===== src/logic/conv_ctrl_regs.vh =====
`ifndef CONV_CTRL_REGS_VH
`define CONV_CTRL_REGS_VH
// clock period in ps (50 MHz)
`define CLK_PERIOD_PS 20000
// conversion must finish within this time, ps
`define CONV_TIME_MAX_PS 4700000
// least acquisition interval the host must allow, ps
`define ACQ_TIME_MIN_PS 1100000
// internal conversion clock divider (mclk cycles per bit step)
`define CONV_CLK_DIV 8
// result width and byte width
`define RESULT_WIDTH 16
`define BYTE_WIDTH 8
// fifo depth on the result path
`define RESULT_FIFO_DEPTH 8
// power mode encodings
`define PWR_STANDBY 1'b0
`define PWR_SHUTDOWN 1'b1
`endif


===== src/logic/result_fifo.v =====
`timescale 1ns/100ps
module result_fifo #(
   parameter WIDTH = 16,
   parameter DEPTH = 8,
   parameter AW = 3
)(
   input wire mclk,
   input wire rst,
   input wire [WIDTH-1:0] in_data,
   input wire in_valid,
   output wire in_ready,
   output wire [WIDTH-1:0] out_data,
   output wire out_valid,
   input wire out_ready
);
   reg [WIDTH-1:0] mem [0:DEPTH-1];
   reg [AW-1:0] wr_ptr_reg;
   reg [AW-1:0] rd_ptr_reg;
   reg [AW:0] count_reg;
   wire push;
   wire pop;
   assign in_ready = (count_reg != DEPTH);
   assign out_valid = (count_reg != 0);
   assign out_data = mem[rd_ptr_reg];
   assign push = in_valid && in_ready;
   assign pop = out_valid && out_ready;
   always @(posedge mclk)
   begin
      if (push)
      begin
         mem[wr_ptr_reg] <= in_data;
      end
      if (rst)
      begin
         wr_ptr_reg <= {AW{1'b0}};
         rd_ptr_reg <= {AW{1'b0}};
         count_reg <= {(AW+1){1'b0}};
      end
      else
      begin
         if (push)
         begin
            wr_ptr_reg <= (wr_ptr_reg == DEPTH - 1) ? {AW{1'b0}} : wr_ptr_reg + 1'b1;
         end
         if (pop)
         begin
            rd_ptr_reg <= (rd_ptr_reg == DEPTH - 1) ? {AW{1'b0}} : rd_ptr_reg + 1'b1;
         end
         if (push && !pop)
         begin
            count_reg <= count_reg + 1'b1;
         end
         else if (pop && !push)
         begin
            count_reg <= count_reg - 1'b1;
         end
      end
   end
endmodule


===== src/logic/sar_conv_ctrl.v =====
// Overview of operation
// - second strobe fall ends acquisition and holds the sample
// - after each conversion the latched power mode is entered
// - conversion clock is generated internally
// - conversion finishes within the maximum conversion time after hold
// - done output goes low once the result is ready
// - result is a 16-bit binary word from the approximation register
// - data lines are driven only while a result is presented
// - high byte select picks msb or lsb in byte-wide mode
`timescale 1ns/100ps
`include "conv_ctrl_regs.vh"
module sar_conv_ctrl #(
   parameter BYTE_MODE = 0,
   parameter CONV_DIV = `CONV_CLK_DIV
)(
   input wire mclk,
   input wire rst,
   input wire convert_strobe_n,
   input wire read_convert_sel,
   input wire high_byte_select,
   input wire comparator_in,
   output reg track_hold_n,
   output reg dac_enable,
   output reg [`RESULT_WIDTH-1:0] dac_code,
   output reg ref_power_on,
   output reg conv_done_n,
   output reg [`RESULT_WIDTH-1:0] data_out,
   output reg [`RESULT_WIDTH-1:0] data_oe
);
   localparam W = `RESULT_WIDTH;
   localparam integer CONV_MAX_CYC = `CONV_TIME_MAX_PS / `CLK_PERIOD_PS;
   localparam integer CONV_CYC = (W + 2) * CONV_DIV;
   localparam [2:0] ST_IDLE = 3'h0;
   localparam [2:0] ST_ACQ = 3'h1;
   localparam [2:0] ST_CONV = 3'h2;
   localparam [2:0] ST_DONE = 3'h3;
   localparam [2:0] ST_READ = 3'h4;
   reg cs_s1_reg;
   reg cs_s2_reg;
   reg cs_s3_reg;
   reg rc_s1_reg;
   reg rc_s2_reg;
   reg hb_s1_reg;
   reg hb_s2_reg;
   // comparator settles asynchronously; CONV_DIV must be at least 3 for these flops
   reg cmp_s1_reg;
   reg cmp_s2_reg;
   reg [2:0] state_reg;
   reg pwr_mode_reg;
   reg [7:0] div_reg;
   reg [4:0] bit_reg;
   reg [W-1:0] sar_reg;
   reg fifo_pop_reg;
   wire cs_fall;
   wire cs_rise;
   wire div_tick;
   wire [W-1:0] fifo_data;
   wire fifo_valid;
   wire fifo_in_ready;
   wire [W-1:0] present;
   wire [W-1:0] lane_oe;
   // edge register resets to the idle level of the strobe, so reset makes no edge
   assign cs_fall = cs_s3_reg && !cs_s2_reg;
   assign cs_rise = !cs_s3_reg && cs_s2_reg;
   assign div_tick = (div_reg == CONV_DIV - 1);
   // per data line: byte-wide parts show either byte on the low eight lines
   genvar g;
   generate
      for (g = 0; g < W; g = g + 1)
      begin : g_line
         if (BYTE_MODE == 0)
         begin : g_wide
            assign present[g] = fifo_data[g];
            assign lane_oe[g] = 1'b1;
         end
         else if (g < `BYTE_WIDTH)
         begin : g_byte
            assign present[g] = hb_s2_reg ? fifo_data[g + `BYTE_WIDTH] : fifo_data[g];
            assign lane_oe[g] = 1'b1;
         end
         else
         begin : g_unused
            assign present[g] = 1'b0;
            assign lane_oe[g] = 1'b0;
         end
      end
   endgenerate
   // results wait here until read, or until a new acquisition drops them
   result_fifo #(
      .WIDTH(W),
      .DEPTH(`RESULT_FIFO_DEPTH),
      .AW(3)
   ) u_fifo (
      .mclk(mclk),
      .rst(rst),
      .in_data(sar_reg),
      .in_valid(state_reg == ST_CONV && bit_reg == 5'd16 && div_tick),
      .in_ready(fifo_in_ready),
      .out_data(fifo_data),
      .out_valid(fifo_valid),
      .out_ready(fifo_pop_reg)
   );
   always @(posedge mclk)
   begin
      cs_s1_reg <= convert_strobe_n;
      cs_s2_reg <= cs_s1_reg;
      rc_s1_reg <= read_convert_sel;
      rc_s2_reg <= rc_s1_reg;
      hb_s1_reg <= high_byte_select;
      hb_s2_reg <= hb_s1_reg;
      cmp_s1_reg <= comparator_in;
      cmp_s2_reg <= cmp_s1_reg;
      if (rst)
      begin
         cs_s3_reg <= 1'b1;
         state_reg <= ST_IDLE;
         pwr_mode_reg <= `PWR_SHUTDOWN;
         div_reg <= 8'h00;
         bit_reg <= 5'h00;
         sar_reg <= {W{1'b0}};
         fifo_pop_reg <= 1'b0;
         track_hold_n <= 1'b1;
         dac_enable <= 1'b0;
         dac_code <= {W{1'b0}};
         ref_power_on <= 1'b0;
         conv_done_n <= 1'b1;
         data_out <= {W{1'b0}};
         data_oe <= {W{1'b0}};
      end
      else
      begin
         cs_s3_reg <= cs_s2_reg;
         fifo_pop_reg <= 1'b0;
         div_reg <= div_tick ? 8'h00 : div_reg + 8'h01;
         case (state_reg)
            ST_IDLE, ST_DONE:
            begin
               if (cs_fall && !rc_s2_reg)
               begin
                  state_reg <= ST_ACQ;
                  ref_power_on <= 1'b1;
                  track_hold_n <= 1'b0;
                  conv_done_n <= 1'b1;
                  if (fifo_valid)
                  begin
                     fifo_pop_reg <= 1'b1;
                  end
               end
               else if (cs_fall && state_reg == ST_DONE && fifo_valid)
               begin
                  state_reg <= ST_READ;
                  data_out <= present;
                  data_oe <= lane_oe;
               end
            end
            ST_ACQ:
            begin
               if (cs_fall)
               begin
                  track_hold_n <= 1'b1;
                  pwr_mode_reg <= rc_s2_reg;
                  state_reg <= ST_CONV;
                  sar_reg <= {1'b1, {(W-1){1'b0}}};
                  dac_code <= {1'b1, {(W-1){1'b0}}};
                  dac_enable <= 1'b1;
                  bit_reg <= 5'h00;
                  div_reg <= 8'h00;
               end
            end
            ST_CONV:
            begin
               // strobe edges are not looked at here
               if (div_tick)
               begin
                  if (bit_reg < 5'd16)
                  begin
                     sar_reg[W-1-bit_reg[3:0]] <= cmp_s2_reg;
                     if (bit_reg < 5'd15)
                     begin
                        sar_reg[W-2-bit_reg[3:0]] <= 1'b1;
                        dac_code <= (sar_reg & ~({{(W-1){1'b0}}, 1'b1} << (W-1-bit_reg[3:0])))
                           | ({{(W-1){1'b0}}, cmp_s2_reg} << (W-1-bit_reg[3:0]))
                           | ({{(W-1){1'b0}}, 1'b1} << (W-2-bit_reg[3:0]));
                     end
                     bit_reg <= bit_reg + 5'd1;
                  end
                  else if (fifo_in_ready)
                  begin
                     state_reg <= ST_DONE;
                     conv_done_n <= 1'b0;
                     dac_enable <= 1'b0;
                     ref_power_on <= (pwr_mode_reg == `PWR_STANDBY);
                  end
               end
            end
            ST_READ:
            begin
               // byte select may change while the bus is driven
               data_out <= present;
               if (cs_rise)
               begin
                  data_oe <= {W{1'b0}};
                  fifo_pop_reg <= 1'b1;
                  conv_done_n <= 1'b1;
                  state_reg <= ST_IDLE;
               end
            end
            default:
            begin
               state_reg <= ST_IDLE;
            end
         endcase
      end
   end
endmodule


===== config.mk =====
export PLATFORM = sky130hd
export DESIGN_NAME = sar_conv_ctrl
export DESIGN_NICKNAME = d
export VERILOG_FILES = /design/src/logic/result_fifo.v /design/src/logic/sar_conv_ctrl.v
export VERILOG_INCLUDE_DIRS = /design/src /design/src/logic
export SDC_FILE = /design/constraint.sdc
export NUM_CORES = 1
export LEC_CHECK = 0
export ABC_AREA = 0
export BUFFER_PORTS_ARGS = -buffer_cell sky130_fd_sc_hd__buf_2
export CAP_MARGIN = 25
export CORE_MARGIN = 8
export CORE_UTILIZATION = 37
export DETAILED_ROUTE_END_ITERATION = 8
export REMOVE_ABC_BUFFERS = 1
export SYNTH_ARGS = -nofsm -noshare
export SYNTH_HDL_FRONTEND = slang
export SYNTH_SLANG_ARGS = --single-unit
export TNS_END_PERCENT = 100

===== constraint.sdc =====
create_clock -name mclk -period 9.15 [get_ports mclk]
set_input_delay 1.3725 -clock mclk [delete_from_list [all_inputs] [get_ports mclk]]
set_output_delay 1.3725 -clock mclk [all_outputs]
set_load 0.02 [all_outputs]

==> impl_summary.log <==
INFO  metric worstPathCellList = or4b_2 -> and4_1 -> nand2_1 -> inv_1 -> ha_1 -> inv_1 -> ha_1 -> a21o_1 -> a21oi_1 -> mux2i_1 -> mux2_2
INFO  metric postCtsHoldBufs = 0
INFO  metric fp.dieArea = roughly 30000 sq um
INFO  metric final-max-slew-violation-count = 0
INFO  metric stdcell_count = ~1.1k
INFO  metric critPathRequiredTime = 9.56 ns
INFO  metric number_of_antenna_violations_at_the_first_check_in_global_routing = 1
INFO  metric hpwl = 13120 microns
INFO  metric synth_enable_flop_cells = 128
INFO  metric critical_path.slowest_cell = sky130_fd_sc_hd__or4b_2
INFO  metric delay_contributed_by_the_slowest_stage_of_the_critical_path = 0.72 ns
INFO  metric seq_area_frac_synth = 0.6002
INFO  metric fp.dieH = about 180 microns
INFO  metric worst_hold_path_class = flip-flop to flip-flop
INFO  metric yosys_most_used_dff = sky130_fd_sc_hd__edfxtp_1
INFO  metric p_leak = 3.395 nW
INFO  metric cts_tree = built
INFO  metric min_period = ~3.4 ns
INFO  metric clock_insertion_delay_worst_skew = 0.53 ns
INFO  metric achievable-frequency = 298.5 MHz
INFO  metric timing.final.setup_violations = 0
INFO  metric grtUsageTotal = 0.1344
INFO  metric grt_max_degree = 35
INFO  metric timing.setup.tns = 0 ns
INFO  metric crit_arrival = 3.76 ns
INFO  metric area_growth = 15.06%
INFO  metric fillCellCount = ~2.3k
INFO  metric route.detailed.vias_per_inst = 5.348
INFO  metric max_slew_margin = 0.3440
INFO  metric depth_of_the_worst_register_to_register_path = 11
INFO  metric number_of_search_and_repair_iterations_in_the_first_detailed_routing_pass = 5
INFO  metric drt-total-wl = 21030 microns
INFO  metric whs = about 0.32 ns
INFO  metric post_cts_resize_count = 0
INFO  metric finalWeightedCongestion = 0.8910
INFO  metric ys_ff_latch = 219
INFO  metric post_place_setup_slack = 5.773 ns
INFO  metric die_width = 175.7 microns
INFO  metric grt_overflow = 0
INFO  metric cell_types_occupying_the_most_area_after_synthesis = sky130_fd_sc_hd__edfxtp_1 (41%), sky130_fd_sc_hd__dfxtp_1 (19%), sky130_fd_sc_hd__mux4_2 (7.6%)
INFO  metric ys_warn_count = 0
INFO  metric final.setup.worst_slack = 5.800 ns
INFO  metric row_count = 58
INFO  metric crit_path_class = flip-flop to flip-flop
INFO  metric number_of_buffer_cells_added_on_primary_ports = 56
INFO  metric detailroute.via_count = 5958
INFO  metric layout.nets = 792
INFO  metric clock_path_buffers = 3
INFO  metric cts.reportedPaths.clkPinSlew = 0.06 ns
INFO  metric design.core.area = 25110 sq um
INFO  metric pin_count = slightly below 60
INFO  metric count_of_unique_library_cells_instantiated_by_yosys = 66
INFO  metric cp-end-kind = flip-flop
INFO  metric postCtsSetupBuffers = 0
INFO  metric ir_worst_vdd = 0.0001275 V
INFO  metric dp_cells = 1070
INFO  metric number_of_standard_cells_after_synthesis = 732
INFO  metric detail_route.drc_violations = 0
INFO  metric grt_pass1_vias = 5904
INFO  metric initial_utilization = 0.3759
INFO  metric diodes = 0
INFO  metric registers.top_by_ff_count = u_fifo.mem
INFO  metric layout-drive-gt1-share = 0.2130
INFO  metric synthDominantCellAreaShare = 0.4072
INFO  metric max_reg_flops = 128
INFO  metric cts_htree_levels = 1
INFO  metric result_of_the_run = finished clean
INFO  metric synth_area_per_inst = 12.89 sq um
INFO  metric fin_crit_sh = 0.3661
INFO  metric rsz_0062_raised_after_global_routing = no
INFO  metric hold_crit_depth = 0
INFO  metric drt_iter0_drc = 444
INFO  metric final.setup_skew = 0.01433 ns
INFO  metric netlist_area = 9439 sq um
INFO  metric startpoint_type = flip-flop
INFO  metric power_per_cell_area = around 190 nW/um^2
INFO  metric max_slew.worst_pin.slew = 0.9809 ns
INFO  metric cp_max_fo = 6
INFO  metric ant_nets = 0
INFO  metric yosys.area.top_type = sky130_fd_sc_hd__edfxtp_1
INFO  metric first_pass_grt_wire_length = 33340 microns
INFO  metric postSynth.asyncResetShare = 0
INFO  metric number_of_buffers_inserted_during_clock_tree_synthesis = 25
INFO  metric wl_per_cell = 18.87 microns
INFO  metric clock_sink_count = 219
INFO  metric final_hold_viol_count = 0
INFO  metric clock_tree.root_cell = sky130_fd_sc_hd__clkbuf_16
INFO  metric max_cap_violations = 0
-- synthesized netlist by cell type, types with 7 or more instances --
| master | count |
|---|---|
| sky130_fd_sc_hd__ha_1 | 18 |
| sky130_fd_sc_hd__a211oi_1 | 10 |
| sky130_fd_sc_hd__a21oi_1 | 49 |
| sky130_fd_sc_hd__xnor2_1 | 7 |
| sky130_fd_sc_hd__o21ai_0 | 23 |
| sky130_fd_sc_hd__nor2_1 | 40 |
| sky130_fd_sc_hd__nand2b_1 | 13 |
| sky130_fd_sc_hd__mux4_2 | 32 |
| sky130_fd_sc_hd__buf_4 | 15 |
| sky130_fd_sc_hd__a22o_1 | 11 |
| sky130_fd_sc_hd__a31oi_1 | 8 |
| sky130_fd_sc_hd__o2bb2ai_1 | 14 |
| sky130_fd_sc_hd__edfxtp_1 | 128 |
| sky130_fd_sc_hd__nand2_1 | 25 |
| sky130_fd_sc_hd__nand3_1 | 31 |
| sky130_fd_sc_hd__clkbuf_1 | 42 |
| sky130_fd_sc_hd__nor3_1 | 15 |
| sky130_fd_sc_hd__a311oi_1 | 11 |
| sky130_fd_sc_hd__nand3b_1 | 8 |
| sky130_fd_sc_hd__dfxtp_1 | 91 |
| sky130_fd_sc_hd__inv_1 | 14 |
| sky130_fd_sc_hd__mux2i_1 | 18 |
-- power breakdown --
group,internal [mW],total [mW],switching (mW)
registers,1.04,1.04,0.00521
logic,0.00794,0.0259,0.0179
clock network,0.624,1.01,0.384
-- metal layers --
layer  up-vias  track usage  part of all wire
met5         -            0           0.00057
met3        44      0.02426             0.047
met1      2859       0.1846              0.48
met2       154       0.2111              0.45
met4         2      0.04415             0.027
li1       2899            -                 -
-- worst max-delay path: cells and delay by family, from the launching register on --
| kind | cells | cell delay (ns) |
|---|---|---|
| and+or+nand+nor | 3 | 1.28 |
| muxes | 2 | 0.56 |
| adders and majority gates | 2 | 0.46 |
| DFF | 1 | 0.37 |
| AOI/OAI and AO/OA | 2 | 0.35 |
| buffers and inverters | 2 | 0.23 |
-- per-stage QoR --
stage          instance area, sq um  power [mW]  utilization
6_report                      10860       2.076       0.4325
5_1_grt                       10860       2.140       0.4325
4_1_cts                       10860       2.099       0.4325
3_5_place_dp                  10010       1.089       0.3985
3_3_place_gp                  10010       1.089       0.3985
2_1_floorplan                  9131       1.075            -
-- cell usage in the layout, fill, tap and decap left out, types with 18 or more instances in the layout --
cell type                   count
sky130_fd_sc_hd__a21oi_1       49
sky130_fd_sc_hd__o21ai_0       23
sky130_fd_sc_hd__clkbuf_16     25
sky130_fd_sc_hd__nor2_1        40
sky130_fd_sc_hd__mux2i_1       18
sky130_fd_sc_hd__ha_1          18
sky130_fd_sc_hd__edfxtp_1     128
sky130_fd_sc_hd__mux4_2        32
sky130_fd_sc_hd__nand3_1       31
sky130_fd_sc_hd__dfxtp_1       89
sky130_fd_sc_hd__nand2_1       25
sky130_fd_sc_hd__buf_2         56
-- path summary, 6_finish.rpt --
kind                                                        from                          endpoint  slack, ns
worst min register to register                cmp_s1_reg$_DFF_P_                cmp_s2_reg$_DFF_P_       0.32
worst max-delay path            u_fifo.count_reg[0]$_SDFFE_PP0P_  u_fifo.count_reg[3]$_SDFFE_PP0P_       5.80
worst max register to register  u_fifo.count_reg[0]$_SDFFE_PP0P_  u_fifo.count_reg[3]$_SDFFE_PP0P_       5.80
worst min-delay path                          cmp_s1_reg$_DFF_P_                cmp_s2_reg$_DFF_P_       0.32
-- cells by family (layout without fill, tap and decap cells) --
| family | count (synthesis) | in the layout | share of synthesized area |
|---|---|---|---|
| XOR/XNOR | 11 | 11 | 0.01021 |
| AND/OR/NAND/NOR | 185 | 185 | 0.1060 |
| flip-flops | 219 | 219 | 0.6002 |
| buffers and inverters | 78 | 130 | 0.03818 |
| multiplexers | 54 | 54 | 0.1002 |
| AO/OA/AOI/OAI | 166 | 166 | 0.1192 |
| adder cells (fa/ha/maj) | 19 | 19 | 0.02598 |
-- final cells by class --
class	instances	area (sq um)	area share
multi-input cells	435	3472	0.3197
well taps	330	412.9	0.03802
inverters	14	52.55	0.004839
clock inverters	7	103.9	0.009562
flip-flops and latches	219	5668	0.5219
repair buffers	72	400.4	0.03687
clock buffers	37	750.7	0.06912
No activity file was read; power rests on OpenSTA's default activity.
